### src/include/scs_defs.vh
`ifndef SCS_DEFS_VH
`define SCS_DEFS_VH

// Register indices; byte address is four times the index
`define SCS_IDX_STATUS_LOW   6'h12
`define SCS_IDX_STATUS_HIGH  6'h13
`define SCS_IDX_CONTROL      6'h16
`define SCS_IDX_COMMAND      6'h17

// channel_status_low fields
`define SCS_LO_CTS           0
`define SCS_LO_WRITE_OK      1
`define SCS_LO_OVERFLOW      2

// channel_status_high fields
`define SCS_HI_PLL_LOST      3
`define SCS_HI_SYNC_IDLE     4
`define SCS_HI_CARRIER       5
`define SCS_HI_RX_NOT_EMPTY  6

// Control register fields
`define SCS_CT_MODE_LSB      0
`define SCS_CT_MODE_MSB      1
`define SCS_CT_CTS_IRQ_EN    2
`define SCS_CT_CD_IRQ_EN     3
`define SCS_CT_CHAR_IRQ_EN   4
`define SCS_CT_CD_INVERT     5
`define SCS_CT_DPLL_RXCLK    6
`define SCS_CT_DPLL_CODING   7
`define SCS_CT_TXCLK_DPLL    8
`define SCS_CT_SYNC_LSB      16
`define SCS_CT_SYNC_MSB      23
`define SCS_CT_RESET         32'h0000_0000
`define SCS_CT_WMASK         32'h00ff_01ff

// Command register fields
`define SCS_CMD_TX_RESET     0
`define SCS_CMD_SEARCH       1

// Protocol modes
`define SCS_MODE_HDLC        2'h0
`define SCS_MODE_ASYNC       2'h1
`define SCS_MODE_BISYNC      2'h2

// Transmit queue accessible half and line idle threshold
`define SCS_TX_HALF          32
`define SCS_IDLE_ONES        4'h7

// Bus responses
`define SCS_RESP_OKAY        2'h0
`define SCS_RESP_SLVERR      2'h2

`endif

### src/rtl/scs_sync.v
`timescale 1ns/100ps
`default_nettype none

module scs_sync #(
    parameter WIDTH = 1
) (
    input  wire             sys_clk,
    input  wire             rst_n,
    input  wire [WIDTH-1:0] async_in,
    output reg  [WIDTH-1:0] sync_out
);

    reg [WIDTH-1:0] stage1;

    always @(posedge sys_clk or negedge rst_n) begin
        if (!rst_n) begin
            stage1   <= {WIDTH{1'b0}};
            sync_out <= {WIDTH{1'b0}};
        end else begin
            stage1   <= async_in;
            sync_out <= stage1;
        end
    end

endmodule // scs_sync

`default_nettype wire

### src/rtl/scs_status.v
`timescale 1ns/100ps
`default_nettype none
`include "scs_defs.vh"

module scs_status #(
    parameter TX_HALF = `SCS_TX_HALF
) (
    input  wire        sys_clk,
    input  wire        resetn,
    input  wire [7:0]  s_axi_awaddr,
    input  wire        s_axi_awvalid,
    output wire        s_axi_awready,
    input  wire [31:0] s_axi_wdata,
    input  wire [3:0]  s_axi_wstrb,
    input  wire        s_axi_wvalid,
    output wire        s_axi_wready,
    output reg  [1:0]  s_axi_bresp,
    output reg         s_axi_bvalid,
    input  wire        s_axi_bready,
    input  wire [7:0]  s_axi_araddr,
    input  wire        s_axi_arvalid,
    output wire        s_axi_arready,
    output reg  [31:0] s_axi_rdata,
    output reg  [1:0]  s_axi_rresp,
    output reg         s_axi_rvalid,
    input  wire        s_axi_rready,
    input  wire        cts_n,
    input  wire        carrier_pin,
    input  wire        tx_clk,
    input  wire        rx_clk,
    input  wire        rxd,
    input  wire        tx_byte_wr,
    input  wire        tx_half_moved,
    input  wire [5:0]  rx_queue_level,
    input  wire        rx_sync_loss,
    input  wire        dpll_locked,
    output reg         tx_halt,
    output reg         rx_abort,
    output reg         rx_forward_en,
    output reg         pll_resync,
    output reg         carrier_active,
    output reg         char_found_irq,
    output reg         cts_change_irq,
    output reg         cd_change_irq
);

    localparam SY_IDLE = 2'b00;
    localparam SY_SEARCH_RESTART_CMD = 2'b01;
    localparam SY_LOCK = 2'b10;

    localparam [7:0] ADDR_LOW  = {`SCS_IDX_STATUS_LOW, 2'b00};
    localparam [7:0] ADDR_HIGH = {`SCS_IDX_STATUS_HIGH, 2'b00};
    localparam [7:0] ADDR_CTRL = {`SCS_IDX_CONTROL, 2'b00};
    localparam [7:0] ADDR_CMD  = {`SCS_IDX_COMMAND, 2'b00};
    localparam [5:0] TX_LIMIT  = TX_HALF[5:0];
    localparam [3:0] IDLE_MAX  = `SCS_IDLE_ONES;

    reg        rst_meta, rst_n, tx_clk_d, rx_clk_d;
    wire [4:0] pins_s;
    wire       cts_n_s, carrier_s, tx_clk_s, rx_clk_s, rxd_s, tx_rise, rx_rise;

    reg [31:0] control, wr_data, rd_value;
    wire [1:0] mode;
    wire [7:0] sync_char;
    reg        aw_held, w_held, rd_bad;
    reg [7:0]  wr_addr;
    reg [3:0]  wr_strb;
    wire       wr_fire, cmd_hit, tx_reset_cmd, search_cmd;

    reg [5:0]  tx_cnt;
    wire       tx_fifo_overflow, tx_fifo_write_ok, rx_fifo_not_empty, char_match;
    wire       rx_line_idle, dpll_used;
    reg        cts_state, carrier_d, pll_lock_lost;
    reg [1:0]  sync_state, next_sync_state;
    reg [7:0]  search_restart_cmd_shift;
    wire [7:0] next_search_restart_cmd, channel_status_low, channel_status_high;
    reg [3:0]  ones_cnt;

    // Reset released through two flops
    always @(posedge sys_clk or negedge resetn) begin
        if (!resetn) begin
            rst_meta <= 1'b0;
            rst_n    <= 1'b0;
        end else begin
            rst_meta <= 1'b1;
            rst_n    <= rst_meta;
        end
    end

    scs_sync #(
        .WIDTH    (5)
    ) u_pin_sync (
        .sys_clk  (sys_clk),
        .rst_n    (rst_n),
        .async_in ({cts_n, carrier_pin, tx_clk, rx_clk, rxd}),
        .sync_out (pins_s)
    );

    assign cts_n_s   = pins_s[4];
    assign carrier_s = pins_s[3];
    assign tx_clk_s  = pins_s[2];
    assign rx_clk_s  = pins_s[1];
    assign rxd_s     = pins_s[0];

    always @(posedge sys_clk or negedge rst_n) begin
        if (!rst_n) begin
            tx_clk_d <= 1'b0;
            rx_clk_d <= 1'b0;
        end else begin
            tx_clk_d <= tx_clk_s;
            rx_clk_d <= rx_clk_s;
        end
    end

    // No line clock, no edges: the status bits tied to it simply hold
    assign tx_rise = tx_clk_s & ~tx_clk_d;
    assign rx_rise = rx_clk_s & ~rx_clk_d;

    // Register bus: write address and data taken in either order
    assign s_axi_awready = ~aw_held & ~s_axi_bvalid;
    assign s_axi_wready  = ~w_held & ~s_axi_bvalid;
    assign wr_fire       = aw_held & w_held & ~s_axi_bvalid;
    assign s_axi_arready = ~s_axi_rvalid;

    always @(posedge sys_clk or negedge rst_n) begin
        if (!rst_n) begin
            aw_held      <= 1'b0;
            w_held       <= 1'b0;
            wr_addr      <= 8'h00;
            wr_data      <= 32'h0000_0000;
            wr_strb      <= 4'h0;
            s_axi_bvalid <= 1'b0;
            s_axi_bresp  <= `SCS_RESP_OKAY;
        end else begin
            if (s_axi_awvalid && s_axi_awready) begin
                aw_held <= 1'b1;
                wr_addr <= s_axi_awaddr;
            end
            if (s_axi_wvalid && s_axi_wready) begin
                w_held  <= 1'b1;
                wr_data <= s_axi_wdata;
                wr_strb <= s_axi_wstrb;
            end
            if (wr_fire) begin
                aw_held      <= 1'b0;
                w_held       <= 1'b0;
                s_axi_bvalid <= 1'b1;
                if (wr_addr == ADDR_CTRL || wr_addr == ADDR_CMD ||
                    wr_addr == ADDR_LOW || wr_addr == ADDR_HIGH) begin
                    s_axi_bresp <= `SCS_RESP_OKAY;
                end else begin
                    s_axi_bresp <= `SCS_RESP_SLVERR;
                end
            end else if (s_axi_bvalid && s_axi_bready) begin
                s_axi_bvalid <= 1'b0;
            end
        end
    end

    // Control register, byte lanes honoured
    always @(posedge sys_clk or negedge rst_n) begin
        if (!rst_n) begin
            control <= `SCS_CT_RESET;
        end else if (wr_fire && wr_addr == ADDR_CTRL) begin
            control <= (control & ~({{8{wr_strb[3]}}, {8{wr_strb[2]}},
                                     {8{wr_strb[1]}}, {8{wr_strb[0]}}} &
                                    `SCS_CT_WMASK)) |
                       (wr_data & {{8{wr_strb[3]}}, {8{wr_strb[2]}},
                                   {8{wr_strb[1]}}, {8{wr_strb[0]}}} &
                        `SCS_CT_WMASK);
        end
    end

    assign mode      = control[`SCS_CT_MODE_MSB:`SCS_CT_MODE_LSB];
    assign sync_char = control[`SCS_CT_SYNC_MSB:`SCS_CT_SYNC_LSB];

    // Commands are one-cycle strobes; the register reads back zero
    assign cmd_hit      = wr_fire & (wr_addr == ADDR_CMD) & wr_strb[0];
    assign tx_reset_cmd = cmd_hit & wr_data[`SCS_CMD_TX_RESET];
    assign search_cmd   = cmd_hit & wr_data[`SCS_CMD_SEARCH];

    // Count saturates one past the half so overflow cannot wrap away
    always @(posedge sys_clk or negedge rst_n) begin
        if (!rst_n) begin
            tx_cnt <= 6'h00;
        end else if (tx_reset_cmd || tx_half_moved) begin
            tx_cnt <= tx_byte_wr ? 6'h01 : 6'h00;
        end else if (tx_byte_wr && tx_cnt <= TX_LIMIT) begin
            tx_cnt <= tx_cnt + 6'h01;
        end
    end

    assign tx_fifo_overflow = (tx_cnt > TX_LIMIT);
    assign tx_fifo_write_ok = (tx_cnt < TX_LIMIT);

    // Pin state only follows on transmit clock edges
    always @(posedge sys_clk or negedge rst_n) begin
        if (!rst_n) begin
            cts_state      <= 1'b0;
            cts_change_irq <= 1'b0;
        end else begin
            cts_change_irq <= 1'b0;
            if (tx_rise) begin
                cts_state <= ~cts_n_s;
                cts_change_irq <= control[`SCS_CT_CTS_IRQ_EN] &
                                  (cts_state != ~cts_n_s);
            end
        end
    end

    always @(posedge sys_clk or negedge rst_n) begin
        if (!rst_n) begin
            carrier_d      <= 1'b0;
            carrier_active <= 1'b0;
            cd_change_irq  <= 1'b0;
        end else begin
            carrier_d      <= carrier_s;
            carrier_active <= carrier_s ^ control[`SCS_CT_CD_INVERT];
            cd_change_irq  <= control[`SCS_CT_CD_IRQ_EN] &
                              (carrier_d != carrier_s);
        end
    end

    assign rx_fifo_not_empty = (mode == `SCS_MODE_ASYNC || mode == `SCS_MODE_BISYNC) &&
                               (rx_queue_level != 6'h00);

    // Character search in byte-synchronous mode
    assign next_search_restart_cmd  = {search_restart_cmd_shift[6:0], rxd_s};
    assign char_match = rx_rise && (next_search_restart_cmd == sync_char);

    always @* begin
        next_sync_state = sync_state;
        if (mode != `SCS_MODE_BISYNC) begin
            next_sync_state = SY_IDLE;
        end else begin
            case (sync_state)
                SY_IDLE: begin
                    if (search_cmd) begin
                        next_sync_state = SY_SEARCH_RESTART_CMD;
                    end
                end
                SY_SEARCH_RESTART_CMD: begin
                    if (search_cmd) begin
                        next_sync_state = SY_SEARCH_RESTART_CMD;
                    end else if (char_match) begin
                        next_sync_state = SY_LOCK;
                    end
                end
                SY_LOCK: begin
                    if (search_cmd) begin
                        next_sync_state = SY_SEARCH_RESTART_CMD;
                    end else if (rx_sync_loss) begin
                        next_sync_state = SY_IDLE;
                    end
                end
                default: begin
                    next_sync_state = SY_IDLE;
                end
            endcase
        end
    end

    always @(posedge sys_clk or negedge rst_n) begin
        if (!rst_n) begin
            sync_state     <= SY_IDLE;
            search_restart_cmd_shift     <= 8'h00;
            char_found_irq <= 1'b0;
            rx_forward_en  <= 1'b0;
        end else begin
            sync_state <= next_sync_state;
            if (search_cmd) begin
                search_restart_cmd_shift <= 8'h00;
            end else if (rx_rise) begin
                search_restart_cmd_shift <= next_search_restart_cmd;
            end
            char_found_irq <= control[`SCS_CT_CHAR_IRQ_EN] &&
                              sync_state == SY_SEARCH_RESTART_CMD &&
                              next_sync_state == SY_LOCK;
            rx_forward_en  <= (mode != `SCS_MODE_BISYNC ||
                               next_sync_state == SY_LOCK) &&
                              !pll_lock_lost;
        end
    end

    // Run of ones on the receive line, saturating past the threshold
    always @(posedge sys_clk or negedge rst_n) begin
        if (!rst_n) begin
            ones_cnt <= 4'h0;
        end else if (rx_rise) begin
            if (!rxd_s) begin
                ones_cnt <= 4'h0;
            end else if (ones_cnt <= IDLE_MAX) begin
                ones_cnt <= ones_cnt + 4'h1;
            end
        end
    end

    assign rx_line_idle = (mode == `SCS_MODE_HDLC) && (ones_cnt > IDLE_MAX);

    // Lock flag only means something with a recovered coded clock
    assign dpll_used = control[`SCS_CT_DPLL_RXCLK] & control[`SCS_CT_DPLL_CODING];

    always @(posedge sys_clk or negedge rst_n) begin
        if (!rst_n) begin
            pll_lock_lost <= 1'b0;
            pll_resync    <= 1'b0;
            rx_abort      <= 1'b0;
            tx_halt       <= 1'b0;
        end else begin
            pll_lock_lost <= dpll_used & ~dpll_locked;
            pll_resync    <= dpll_used & ~dpll_locked;
            rx_abort      <= dpll_used & ~dpll_locked;
            // Same halt path as a dropped clear-to-send
            tx_halt       <= ~cts_state |
                             (dpll_used & ~dpll_locked &
                              control[`SCS_CT_TXCLK_DPLL]);
        end
    end

    assign channel_status_low  = {5'h00, tx_fifo_overflow, tx_fifo_write_ok, cts_state};
    assign channel_status_high = {1'b0, rx_fifo_not_empty, carrier_s,
                                  rx_line_idle | (sync_state == SY_LOCK),
                                  pll_lock_lost, 3'h0};

    // Reads are pure: nothing in the block reacts to them
    always @* begin
        rd_value = 32'h0000_0000;
        rd_bad   = 1'b0;
        case (s_axi_araddr)
            ADDR_LOW:  rd_value = {24'h00_0000, channel_status_low};
            ADDR_HIGH: rd_value = {24'h00_0000, channel_status_high};
            ADDR_CTRL: rd_value = control;
            ADDR_CMD:  rd_value = 32'h0000_0000;
            default:   rd_bad   = 1'b1;
        endcase
    end

    always @(posedge sys_clk or negedge rst_n) begin
        if (!rst_n) begin
            s_axi_rvalid <= 1'b0;
            s_axi_rdata  <= 32'h0000_0000;
            s_axi_rresp  <= `SCS_RESP_OKAY;
        end else if (s_axi_arvalid && s_axi_arready) begin
            s_axi_rvalid <= 1'b1;
            s_axi_rdata  <= rd_value;
            s_axi_rresp  <= rd_bad ? `SCS_RESP_SLVERR : `SCS_RESP_OKAY;
        end else if (s_axi_rvalid && s_axi_rready) begin
            s_axi_rvalid <= 1'b0;
        end
    end

endmodule // scs_status

`default_nettype wire

### config.mk
export PLATFORM = sky130hd
export DESIGN_NAME = scs_status
export DESIGN_NICKNAME = d
export VERILOG_FILES = /design/src/rtl/scs_sync.v /design/src/rtl/scs_status.v
export VERILOG_INCLUDE_DIRS = /design/src /design/src/include
export SDC_FILE = /design/constraint.sdc
export NUM_CORES = 1
export LEC_CHECK = 0
export BUFFER_PORTS_ARGS = -buffer_cell sky130_fd_sc_hd__buf_2
export CELL_PAD_IN_SITES_DETAIL_PLACEMENT = 1
export CELL_PAD_IN_SITES_GLOBAL_PLACEMENT = 2
export CORE_MARGIN = 3
export CORE_UTILIZATION = 31
export DETAILED_ROUTE_END_ITERATION = 8
export PLACE_DENSITY_LB_ADDON = 0.2
export SYNTH_ARGS = -nofsm -noshare
export SYNTH_HDL_FRONTEND = slang
export SYNTH_HIERARCHICAL = 1
export SYNTH_SLANG_ARGS = --single-unit
### constraint.sdc
create_clock -name sys_clk -period 3.25 [get_ports sys_clk]
set_input_delay 0.325 -clock sys_clk [delete_from_list [all_inputs] [get_ports sys_clk]]
set_output_delay 0.325 -clock sys_clk [all_outputs]
set_load 0.02 [all_outputs]
# [Word-level counts from Yosys, hierarchy flattened]
# Cells that the tools add are included.
[op_classes] n_reduce_logical=31 order_cmp=5 bitwise=31 mux=26 eq_ne=18 add_sub_neg=2
[op_table] cell="case mux 32 bit (3 select lines)" count=1
[op_table] cell="== test 8 x 7 -> 1 bit (second input constant)" count=8
[op_table] cell="AND 32 bit" count=1
[op_table] cell="inverter 24 -> 32 bit" count=1
[op_table] cell="bitwise OR 32 x 24 -> 32 bit" count=1
[op_table] cell="AND 24 bit" count=1
[op_table] cell="2-to-1 mux 2 bit" count=8
[op_table] cell="AND 1 bit" count=15
[op_table] cell="2-to-1 mux 7 bit" count=2
[op_table] cell="logical AND 1 bit" count=13
[op_table] cell="2-to-1 mux 6 bit" count=2
[op_table] cell="nonzero test 2 bit" count=6
[op_table] cell="2-to-1 mux 1 bit" count=10
[op_table] cell="inverter 1 bit" count=9
[op_table] cell="== test 8 bit" count=1
[op_table] cell="2-to-1 mux 4 bit" count=2
[op_table] cell="adder 6 x 1 -> 6 bit (second input constant)" count=1
[op_table] cell="== test 2 bit (second input constant)" count=3
[op_table] cell="> comparator 6 bit (second input constant)" count=1
[op_table] cell="less-or-equal comparator 6 bit (second input constant)" count=1
[op_table] cell="logical OR 1 bit" count=6
[op_table] cell="less-than comparator 6 bit (second input constant)" count=1
[op_table] cell="case mux 2 bit (3 select lines)" count=1
[op_table] cell="nonzero test 6 bit" count=1
[op_table] cell="12 further kinds" count=17
[totals] output_inout_bits=49 regBits=149 input_bits=74

# [Depth between registers and ports, before layout]
# Gate-level depths: netlist of the first run.
[logic_depth] depth_word=11 depth_mapped=6 depth_no_buf=6

# [Modules after synthesis]
# The synthesis of the first run kept the hierarchy.
[modules_own_cells] mod="scs_status" n_inst=1 area_per_inst_um2=4374.2 cells_per_inst=351
[modules_own_cells] mod="scs_sync" n_inst=1 area_per_inst_um2=250.2 cells_per_inst=10

# [Least setup slack after synthesis of the first run]
# OpenSTA, ideal clock, no wires.
[synth_path] path_type="register -> register" startpoint="register s_axi_bvalid" endpoint="register wr_addr[0]" setup_time_ps=125 synth_period_minus_slack_ps=1761 path_slack_ps=1489 stages_incl_launch_ff=5 path_buffers=1 t_arrival_ps=1636 required_ps=3125 path_cell_list="dfrtp_1 -> nor2_1 -> and2_1 -> clkbuf_1 -> mux2_2"
[synth_via] elab_chain_cells=3
[synth_rtl] item="start, declared" line="scs_status.v:18" rtl="output reg s_axi_bvalid,"
[synth_rtl] item="start signal, assigned" line="scs_status.v:132" rtl="s_axi_bvalid <= 1'b0;"
[synth_rtl] item="start signal, assigned" line="scs_status.v:147" rtl="s_axi_bvalid <= 1'b1;"
[synth_rtl] item="start signal, assigned" line="scs_status.v:155" rtl="s_axi_bvalid <= 1'b0;"
[synth_rtl] item="inverter 1 bit" line="scs_status.v:120" rtl="assign s_axi_awready = ~aw_held & ~s_axi_bvalid;"
[synth_rtl] item="AND 1 bit" line="scs_status.v:120"
[synth_rtl] item="named net s_axi_awready" line="scs_status.v:12" rtl="output wire s_axi_awready,"
[synth_rtl] item="logical AND 1 bit" line="scs_status.v:135" rtl="if (s_axi_awvalid && s_axi_awready) begin"
[synth_rtl] item="end signal, assigned" line="scs_status.v:137" rtl="wr_addr <= s_axi_awaddr;"
[synth_rtl] item="end, declared" line="scs_status.v:66" rtl="reg [7:0] wr_addr;"
# The timed path passes the listed nets, and every way through them passes these cells.
# A chain may end at the register's enable or synchronous reset.

# [Final worst setup path of the first run]
[layout_path] startpoint="register s_axi_rvalid" endpoint="register s_axi_rdata[16]"
[layout_via] elab_chain_cells=2
[layout_rtl] item="start, declared" line="scs_status.v:25" rtl="output reg s_axi_rvalid,"
[layout_rtl] item="start signal, assigned" line="scs_status.v:340" rtl="s_axi_rvalid <= 1'b0;"
[layout_rtl] item="start signal, assigned" line="scs_status.v:344" rtl="s_axi_rvalid <= 1'b1;"
[layout_rtl] item="start signal, assigned" line="scs_status.v:348" rtl="s_axi_rvalid <= 1'b0;"
[layout_rtl] item="inverter 1 bit" line="scs_status.v:123" rtl="assign s_axi_arready = ~s_axi_rvalid;"
[layout_rtl] item="logical AND 1 bit" line="scs_status.v:343" rtl="end else if (s_axi_arvalid && s_axi_arready) begin"
[layout_rtl] item="end signal, assigned" line="scs_status.v:345" rtl="s_axi_rdata <= rd_value;"
[layout_rtl] item="end, declared" line="scs_status.v:23" rtl="output reg [31:0] s_axi_rdata,"
# Every way passes these cells.

==> run metrics, run 1 <==
max-cap violations=0; Non-Filler Instances=between 600 and 700; final setup TNS=0 ns; later-pin clock latency in the skew report=0.35 ns; outcome=finished, final reports clean; WS Path Type=flop to flop; Post-Synthesis Cells=roughly 360; WL final=~10000 um; Net Sw Frac=0.298; Startpoint Class=flop; vias in the first global route=between 3000 and 4000; CP cell instances=nand2b_1 > buf_4 > nand4b_4 > nor3b_2 > a22o_1; Final Hold Fails=0; Rel. slew slack=0.376; Worst R2R Setup Slack=1.16 ns; Synth area leader=dfrtp_1; R2R depth=5; drc violations=0; sum of buffers and inverters on the critical path=1; CTS Root Cell=clkbuf_16; Clock power frac=0.284; CTS tree=yes; DPL Wire Length=about 7400 um; Final Worst Setup Slack=1.16 ns; placer's final routability congestion estimate=0.740; vias per cell=4.68; largest net degree at the start of global routing=70; Overall Power=around 3.7 mW; Yosys reg bits=110; Die ar.=between 15000 and 20000 sq um; crit share post-route=0.643; iteration count of the initial detailed-routing pass=4; Cell Pwr Density=between 600 and 700 nW/um^2; Synth async-reset ratio=1.00; Syn Area/Cell=~13 sq um; Post-synth EDFFs=0; Area contributors post-synth=dfrtp_1 (60%), mux2_2 (11%), buf_4 (2.9%); Crit path arrival time=roughly 2.4 ns; max-slew violation count=0; Seq/Total Area, Yosys=0.595; Crit path required time=about 3.5 ns; Yosys top cell area share=0.595; number of antenna diodes=0; main flop type after synthesis=dfrtp_1; shortest period the worst path allows=approximately 2.1 ns; CTS H-tree depth=3; stages on the worst setup path=5; io pins=around 120; area delta synth->final=19.4%; post-DR wirelength/cell=16.1 um; Routed Antenna Nets=0; placed inst area=about 5200 sq um; Num CTS Buffers=9; Logic pwr share=0.196; fraction of layout cells with a size suffix above 1=0.350; maximum VDD drop=approximately 350 uV; Clock Skew=around 0.0057 ns; final net count=approximately 530; Crit path max-delay family=simple AND/OR/NAND/NOR gates; # clock sinks=110; Starting Density=0.317; Row Count=44; Reg power frac=0.520; Setup violations, final=0; internal power=~2.6 mW; GRT Total Usage=0.134; initial antenna violation count=0; Netlist cell types=52; GRT overflow=0; Hold WS=0.0750 ns; Worst Hold Class=input port to flop; Finished Cell Area=about 5500 sq um; mapped cell area=approximately 4600 sq um; Worst setup EP type=flop; first-pass GRT wire length=roughly 17000 um; Static Leak=~2.7 nW; CP max FO=22; PortBufs=89; area of the core=approximately 15000 sq um; Min-Delay Path Depth=1; Max stage delay on crit path=just under 0.8 ns; DP Worst Slack=~1.2 ns; DR vias=between 3000 and 4000; Core Util, Final=0.378; clock-pin slew on the worst setup and hold paths=roughly 0.070 ns; PostCTS Resize Cnt=0; slowest CP cell=nor3b_2; RSZ-0062 raised after global routing=no; die height=128 um; Max Freq=approximately 480 MHz; yosys warns=6; Psw=around 1.1 mW; DIE WIDTH=roughly 130 um; dpl cells=627; slew at the pin with the worst max-slew slack=approximately 0.94 ns; Max Root-Sink Buffers=2; DR iter-0 viols=about 150
-- layout make-up --
cell class / instances / area, sq um
clock inverters: 5 / 35.0
inverters: 10 / 37.5
clock buffers: 11 / 243
well taps: 184 / 230
repair buffers: 94 / 498
multi-input cells: 230 / 1720
flip-flops and latches: 110 / 2760
fillers: 1589 / 9070
-- logic make-up (layout without fill, tap and decap cells) --
kind of cell,Yosys count,in the layout,share of synthesized area
buf+inv,37,120,0.0457
flops,110,110,0.595
mux,53,53,0.128
xor+xnor,14,14,0.0265
simple gates,89,89,0.113
fa+ha+maj,5,5,0.0135
other cells,2,18,0.00162
compound gates,51,51,0.0768
-- worst reg2reg max path, stage by stage (launching register included) --
cell and delay [ns]:
dfrtp_1 0.39, nand2b_1 0.14, buf_4 0.22, nand4b_4 0.27
nor3b_2 0.77, a22o_1 0.24
-- power groups by stage --
| stage | combinational (mW) | clock (mW) | sequential, mW |
|---|---|---|---|
| floorplan | 0.551 | 0 | 1.90 |
| global placement | 0.709 | 0 | 1.94 |
| detailed placement | 0.734 | 0 | 1.95 |
| CTS | 0.736 | 1.09 | 1.92 |
| global route | 0.811 | 1.15 | 1.97 |
| finish | 0.721 | 1.05 | 1.92 |
-- Yosys cell counts, drive strengths merged (2+ instances only) --
cell type    n
conb         2
nand3        7
and2         5
nor2b        4
xor2        13
or4          2
nor4         3
inv         10
nor3b        2
nand2b       4
dfrtp      110
a21o         2
buf         23
nand4b       2
a21oi        9
mux2i        8
a22o        10
nor2        21
mux2        45
ha           5
o31ai        5
nor4b        2
a22oi        4
nand2       24
and3         2
o21ai       10
clkbuf       4
nor3         5
a21boi       2
-- metal layers --
| layer | GRT usage | wire length (um) | vias to the layer above |
|---|---|---|---|
| met4 | 0.0599 | 206 | 0 |
| met3 | 0.0292 | 501 | 13 |
| met1 | 0.185 | 4940 | 1507 |
| met2 | 0.201 | 4730 | 78 |
| li1 | - | - | 1417 |
| met5 | 0 | 0 | - |
-- cells in the final DEF, fill, tap and decap left out, drive strengths merged, types with 2 or more instances in the layout --
master	count
mux2i	8
nor3	5
ha	5
nand3	7
and3	2
a22oi	4
and2	5
clkinv	4
a21boi	2
a21o	2
dfrtp	110
conb	18
a22o	10
nand2	24
mux2	45
o31ai	5
clkbuf	11
nor2	21
nor2b	4
nand2b	4
nor4	3
nor4b	2
nand4b	2
a21oi	9
xor2	13
buf	93
or4	2
inv	10
nor3b	2
o21ai	10
-- worst paths after layout --
path	end	start
max	s_axi_rdata[16]	s_axi_rvalid
min	u_pin_sync/stage1[4]	cts_n
max reg2reg	s_axi_rdata[16]	s_axi_rvalid
min reg2reg	u_pin_sync/sync_out[4]	u_pin_sync/stage1[4]
max in group asynchronous	carrier_d	rst_n
min in group asynchronous	rst_n	resetn
-- timing repair --
| item | 4_1_cts | 5_1_grt |
|---|---|---|
| setup buffers | 0 | 0 |
| hold buffers | 1 | 0 |
| endpoints found under the hold margin | 2 | 0 |
Note: power is estimated with default switching activity, not from simulation.
==> inputs of run 2 (changes only) <==
--- a/config.mk
+++ b/config.mk
@@ -6,11 +6,12 @@
 export SDC_FILE = /design/constraint.sdc
 export NUM_CORES = 1
 export LEC_CHECK = 0
+export ABC_AREA = 1
 export BUFFER_PORTS_ARGS = -buffer_cell sky130_fd_sc_hd__buf_2
 export CELL_PAD_IN_SITES_DETAIL_PLACEMENT = 1
 export CELL_PAD_IN_SITES_GLOBAL_PLACEMENT = 2
 export CORE_MARGIN = 3
-export CORE_UTILIZATION = 31
+export CORE_UTILIZATION = 29
 export DETAILED_ROUTE_END_ITERATION = 8
 export PLACE_DENSITY_LB_ADDON = 0.2
 export SYNTH_ARGS = -nofsm -noshare
==> constraint.sdc (replaced) <==
create_clock -name sys_clk -period 1.84 [get_ports sys_clk]
set_input_delay 0.184 -clock sys_clk [delete_from_list [all_inputs] [get_ports sys_clk]]
set_output_delay 0.184 -clock sys_clk [all_outputs]
set_load 0.02 [all_outputs]
==> run 2 against run 1 <==
  * Flip-flop and latch count unchanged
  * Wire length increased by 9.5%
  * Largest cell class unchanged
  * Hold slack got worse by 0.053 ns
  * Clock skew increased by 0.0040 ns
==> run metrics, run 2 <==
outcome=finished, final reports clean (unchanged); io pins=123 (unchanged); Starting Density=0.300 (was 0.317); later-pin clock latency in the skew report=0.36 ns (was 0.35 ns); number of antenna diodes=0 (unchanged); final net count=691 (was 534); mapped cell area=4830 sq um (was 4620 sq um); most frequent cells in the layout=nand2_1 (111), dfrtp_1 (109), buf_2 (89) (was dfrtp_1 (109), buf_2 (89), mux2_2 (44)); dpl cells=810 (was 627); Overall Power=6.68 mW (was 3.69 mW); Worst setup EP type=flop (unchanged); Worst Hold Class=input port to flop (unchanged); DR iter-0 viols=171 (was 147); hold_sp=s_axi_rready (was cts_n); crit share post-route=0.837 (was 0.643); Die ar.=18200 sq um (was 16400 sq um); hold endpoint=s_axi_rvalid (was u_pin_sync/stage1[4]); Row Count=46 (was 44); main flop type after synthesis=dfrtp_1 (unchanged); Area contributors post-synth=dfrtp_1 (57%), nand2_1 (8.6%), inv_1 (5.3%) (was dfrtp_1 (60%), mux2_2 (11%), buf_4 (2.9%)); initial antenna violation count=0 (unchanged); area of the core=16100 sq um (was 14600 sq um); DPL Wire Length=8370 um (was 7430 um); most numerous cell in the Yosys netlist=nand2_1 (was dfrtp_1); area delta synth->final=21.3% (was 19.4%); vias in the first global route=3766 (was 3184); Post-CTS Setup Inserts=0 (unchanged); Max Root-Sink Buffers=2 (unchanged); fraction of layout cells with a size suffix above 1=0.272 (was 0.350); PostCTS Resize Cnt=0 (unchanged); clock-pin slew on the worst setup and hold paths=0.08 ns (was 0.07 ns); first-pass GRT wire length=18800 um (was 16900 um); DIE WIDTH=135 um (was 128 um); Synth area leader=dfrtp_1 (unchanged); placed inst area=5480 sq um (was 5230 sq um); CTS Root Cell=clkbuf_16 (unchanged); Seq/Total Area, Yosys=0.570 (was 0.595); drc violations=0 (unchanged); slew at the pin with the worst max-slew slack=0.584 ns (was 0.936 ns); Finished Cell Area=5860 sq um (was 5520 sq um); Crit path arrival time=1.79 ns (was 2.38 ns); placer's final routability congestion estimate=0.732 (was 0.740); GRT Total Usage=0.130 (was 0.134); R2R depth=8 (was 5); die height=135 um (was 128 um); CTS H-tree depth=3 (unchanged); Startpoint Class=flop (unchanged); RSZ-0062 raised after global routing=no (unchanged); Worst R2R Setup Slack=0.30 ns (was 1.16 ns); CTS tree=yes (unchanged); beginning of the worst register-to-register path=s_axi_bvalid (was s_axi_rvalid); post-DR wirelength/cell=13.6 um (was 16.1 um); Setup violations, final=0 (unchanged); yosys warns=6 (unchanged); Max Freq=650 MHz (was 478 MHz); DR vias=3565 (was 3015); largest net degree at the start of global routing=109 (was 70); Num CTS Buffers=9 (unchanged); Yosys top cell area share=0.570 (was 0.595); CP max FO=7 (was 22); maximum VDD drop=627 uV (was 351 uV); Rel. slew slack=0.611 (was 0.376); Clock Skew=0.00963 ns (was 0.00566 ns); r2r endpoint=tx_cnt[0] (was s_axi_rdata[16]); max-slew violation count=0 (unchanged); Synth async-reset ratio=1.00 (unchanged); PortBufs=89 (unchanged); vias per cell=4.28 (was 4.68); Post-Synthesis Cells=509 (was 361); Yosys reg bits=110 (unchanged); Syn Area/Cell=9.49 sq um (was 12.8 sq um); Cell Pwr Density=1140 nW/um^2 (was 668 nW/um^2); shortest period the worst path allows=1.54 ns (was 2.09 ns); commonest non-fill, non-tap cell in the layout=nand2_1 (was dfrtp_1); WS Path Type=flop to flop (unchanged); Static Leak=2.97 nW (was 2.72 nW); Crit path required time=2.09 ns (was 3.54 ns); Netlist cell types=33 (was 52); WL final=11400 um (was 10400 um); Non-Filler Instances=833 (was 644); Commonest cells post-synth=nand2_1 (111), dfrtp_1 (110), inv_1 (68) (was dfrtp_1 (110), mux2_2 (44), nand2_1 (22)); Routed Antenna Nets=0 (unchanged); final setup TNS=0 ns (unchanged); Final Hold Fails=0 (unchanged); Post-synth EDFFs=0 (unchanged); # clock sinks=110 (unchanged); GRT overflow=0 (unchanged); max-cap violations=0 (unchanged); iteration count of the initial detailed-routing pass=4 (unchanged); Min-Delay Path Depth=2 (was 1)
run 2: what timing repair did:
| item | in CTS | in global routing |
|---|---|---|
| hold endpoints to repair | 8 | 0 |
| hold buffers | 7 | 0 |
| endpoints found under the setup margin | 0 | 0 |
run 2: metal layers:
| metal | up-vias | routed length (um) | GRT usage |
|---|---|---|---|
| li1 | 1776 | - | - |
| met1 | 1691 | 5700 | 0.184 |
| met2 | 86 | 4830 | 0.193 |
| met3 | 12 | 630 | 0.0306 |
| met4 | 0 | 212 | 0.0498 |
| met5 | - | 0 | 0 |
run 2: layout make-up:
cell class                      instances  area, sq um
Timing Repair Buffer                  105          596
Multi-Input combinational cell        314         1660
Sequential cell                       110         2760
Inverter                               72          270
Tap cell                              216          270
Clock buffer                            9          225
Clock inverter                          7         82.6
Fill cell                            1928        10300
run 2: cells by family after synthesis:
| group | after synthesis | share of synthesized area |
|---|---|---|
| AO/OA/AOI/OAI | 81 | 0.108 |
| flip-flops | 110 | 0.570 |
| multiplexers | 10 | 0.0233 |
| XOR/XNOR | 4 | 0.00725 |
| adder cells (fa/ha/maj) | 5 | 0.0130 |
| buffers and inverters | 101 | 0.0990 |
| other | 2 | 0.00155 |
| AND/OR/NAND/NOR | 196 | 0.178 |
run 2: report_power, final:
group / switching (mW) / internal [mW] / leakage (nW)
sequential: 0.316 / 2.90 / 1.37
combinational: 0.889 / 0.532 / 1.45
clock: 0.966 / 1.08 / 0.144
run 2: how the worst max path moves through the flow:
stage                             from     endpoint  slack [ns]  depth (start not counted)
final                     s_axi_bvalid    tx_cnt[0]        0.30                          8
after global routing      s_axi_bvalid    tx_cnt[3]        0.11                          8
after CTS                 s_axi_bvalid    tx_cnt[0]        0.24                          8
after floorplan           s_axi_bvalid  wr_data[16]        0.26                          5
after global placement    s_axi_bvalid    tx_cnt[0]        0.33                          8
after detailed placement  s_axi_bvalid    tx_cnt[0]        0.27                          8
run 2: per-stage QoR:
step           utilization  hold slack, ns  setup WS [ns]
6_report             0.364          0.0225          0.300
5_1_grt              0.364          0.0155          0.109
4_1_cts              0.364          0.0164          0.243
3_5_place_dp         0.340         -0.0292          0.266
3_3_place_gp         0.340         -0.0307          0.331
2_1_floorplan            -          -0.112          0.264
run 2: critical path, cell delays in order (launching register included):
cell,delay [ns]
dfrtp_1,0.42
inv_2,0.08
nand3_2,0.15
nor2_2,0.21
nand4_1,0.16
nand2_1,0.16
inv_1,0.11
nand3_1,0.09
nand3_1,0.06
==> inputs of run 3 (changes only) <==
--- a/config.mk
+++ b/config.mk
@@ -6,12 +6,12 @@
 export SDC_FILE = /design/constraint.sdc
 export NUM_CORES = 1
 export LEC_CHECK = 0
-export ABC_AREA = 1
+export ABC_AREA = 0
 export BUFFER_PORTS_ARGS = -buffer_cell sky130_fd_sc_hd__buf_2
 export CELL_PAD_IN_SITES_DETAIL_PLACEMENT = 1
 export CELL_PAD_IN_SITES_GLOBAL_PLACEMENT = 2
 export CORE_MARGIN = 3
-export CORE_UTILIZATION = 29
+export CORE_UTILIZATION = 31
 export DETAILED_ROUTE_END_ITERATION = 8
 export PLACE_DENSITY_LB_ADDON = 0.2
 export SYNTH_ARGS = -nofsm -noshare
==> constraint.sdc (replaced) <==
create_clock -name sys_clk -period 1.3 [get_ports sys_clk]
set_input_delay 0.13 -clock sys_clk [delete_from_list [all_inputs] [get_ports sys_clk]]
set_output_delay 0.13 -clock sys_clk [all_outputs]
set_load 0.02 [all_outputs]
==> run 3 against run 2 <==
  * The run now ends with setup timing left
  * Design area is 12% higher
  * Clock skew is 0.0019 ns lower
  * Non-clock buffer count is 62 higher
  * Clock power is 50% higher
  * Sequential power is 47% higher
  * Utilization is 8.7 points higher
  * Combinational power is 150% higher
  * Total power is 69% higher
  * Count of clock-buffer cells in the layout is 1 higher
  * First-iteration DRC count is 31% lower
  * Sequential share of layout area is 5.1 points lower
  * Setup slack worse by 0.61 ns
  * Critical endpoint is now rx_forward_en
==> run metrics, run 3 (synthesis gave the netlist of run 1 again) <==
dpl cells=670 (was 810); later-pin clock latency in the skew report=0.36 ns (about the same); crit share post-route=1.24 (was 0.837); number of antenna diodes=0 (unchanged); failing checks=setup timing; placer's final routability congestion estimate=0.729 (was 0.732); GRT overflow=0 (unchanged); Setup violations, final=74 (was 0); Static Leak=3.25 nW (was 2.97 nW); Num CTS Buffers=9 (unchanged); CTS H-tree depth=3 (unchanged); GRT Total Usage=0.155 (was 0.130); Overall Power=11.3 mW (was 6.68 mW); Max Root-Sink Buffers=2 (unchanged); shortest period the worst path allows=1.61 ns (was 1.54 ns); beginning of the worst register-to-register path=wr_addr[1] (was s_axi_bvalid); Non-Filler Instances=717 (was 833); area of the core=14600 sq um (was 16100 sq um); DIE WIDTH=128 um (was 135 um); CP max FO=4 (was 7); Crit path arrival time=1.83 ns (was 1.79 ns); Worst R2R Setup Slack=-0.31 ns (was 0.30 ns); iteration count of the initial detailed-routing pass=4 (unchanged); WL final=12000 um (was 11400 um); placed inst area=5660 sq um (was 5480 sq um); Die ar.=16400 sq um (was 18200 sq um); vias per cell=4.66 (was 4.28); WS Path Type=flop to flop (unchanged); Worst Hold Class=input port to flop (unchanged); largest net degree at the start of global routing=49 (was 109); Critical Path Sink=rx_forward_en (was tx_cnt[0]); DR vias=3339 (was 3565); DPL Wire Length=8190 um (was 8370 um); Cell Pwr Density=1710 nW/um^2 (was 1140 nW/um^2); final net count=607 (was 691); Routed Antenna Nets=0 (unchanged); Core Util, Final=0.451 (was 0.364); PortBufs=89 (unchanged); max-slew violation count=0 (unchanged); final setup TNS=-12.75 ns (was 0 ns); Final Hold Fails=0 (unchanged); drc violations=0 (unchanged); clock-pin slew on the worst setup and hold paths=0.07 ns (was 0.08 ns); Hold WS=0.00753 ns (was 0.0225 ns); Final Worst Setup Slack=-0.313 ns (was 0.300 ns); area delta synth->final=42.2% (was 21.3%); CTS tree=yes (unchanged); R2R depth=4 (was 8); # clock sinks=110 (unchanged); CTS Root Cell=clkbuf_16 (unchanged); Starting Density=0.317 (was 0.300); vias in the first global route=3731 (was 3766); post-DR wirelength/cell=16.7 um (was 13.6 um); max-cap violations=0 (unchanged); die height=128 um (was 135 um); Crit. Startpoint=wr_addr[1] (was s_axi_bvalid); Row Count=44 (was 46); Startpoint Class=flop (unchanged); fraction of layout cells with a size suffix above 1=0.458 (was 0.272); Finished Cell Area=6580 sq um (was 5860 sq um); most frequent cells in the layout=dfrtp_1 (107), buf_2 (86), buf_4 (47) (was nand2_1 (111), dfrtp_1 (109), buf_2 (89)); commonest non-fill, non-tap cell in the layout=dfrtp_1 (was nand2_1); r2r endpoint=rx_forward_en (was tx_cnt[0]); RSZ-0062 raised after global routing=yes (was no); DR iter-0 viols=118 (was 171); outcome=complete, but fails checks (was finished, final reports clean); maximum VDD drop=1070 uV (was 627 uV); first-pass GRT wire length=19700 um (was 18800 um); Worst setup EP type=flop (unchanged); Clock Skew=0.00771 ns (was 0.00963 ns); initial antenna violation count=0 (unchanged); DP Worst Slack=-0.301 ns (was 0.266 ns); Crit path required time=1.52 ns (was 2.09 ns); io pins=123 (unchanged); Max Freq=620 MHz (was 650 MHz)
[run 3: changes by cell type in the layout (fill, tap and decap cells not counted), moves of 11 or more]
cell,before,now
nand2_1,111,21
a21oi_1,31,7
dlygate4sd3_1,7,18
buf_4,8,47
nor2_1,45,19
inv_1,68,9
mux2_4,0,28
o21ai_2,16,0
[run 3: what timing repair did]
| item | in CTS | in global routing |
|---|---|---|
| gates cloned | 2 | 1 |
| hold buffers | 18 | 0 |
| hold endpoints to repair | 19 | 0 |
| setup buffers | 6 | 4 |
| endpoints found under the setup margin | 75 | 81 |
| pin swaps | 5 | 6 |
| resized for setup | 44 | 17 |
[run 3: critical path: stages (launching register included)]
cell and delay, ns:
dfrtp_1 0.38, or2_4 0.28, or4_4 0.60, a21boi_2 0.17, a311oi_2 0.05
[run 3: final cells by class]
| cell class | count | area [sq um] |
|---|---|---|
| inverters | 10 | 37.5 |
| clock inverters | 6 | 95.1 |
| well taps | 184 | 230 |
| clock buffers | 10 | 239 |
| flip-flops and latches | 110 | 2760 |
| repair buffers | 167 | 1230 |
| multi-input cells | 230 | 1980 |
| fillers | 1564 | 8010 |
[run 3: where the power goes]
| part | total, mW | switching, mW | internal [mW] |
|---|---|---|---|
| Combinational | 3.49 | 1.39 | 2.10 |
| Clock | 3.05 | 1.29 | 1.76 |
| Sequential | 4.72 | 0.561 | 4.16 |
| Total | 11.3 | 3.24 | 8.02 |
[run 3: worst min-delay path by stage]
stage | slack [ns] | depth (start not counted) | endpoint | start
2_1_floorplan | -0.17 | 0 | rst_meta | resetn
3_3_place_gp | -0.08 | 1 | rst_meta | resetn
3_5_place_dp | -0.08 | 1 | rst_meta | resetn
4_1_cts | 0.00003 | 2 | wr_data[23] | s_axi_wdata[23]
5_1_grt | 0.004 | 2 | wr_strb[0] | s_axi_wstrb[0]
6_report | 0.008 | 2 | wr_data[20] | s_axi_wdata[20]
[run 3: layer usage]
| layer | share of wire | global-route usage | up-vias |
|---|---|---|---|
| li1 | - | - | 1562 |
| met4 | 0.023 | 0.0693 | 0 |
| met3 | 0.039 | 0.0275 | 17 |
| met5 | 0 | 0 | - |
| met1 | 0.45 | 0.205 | 1679 |
| met2 | 0.48 | 0.248 | 81 |
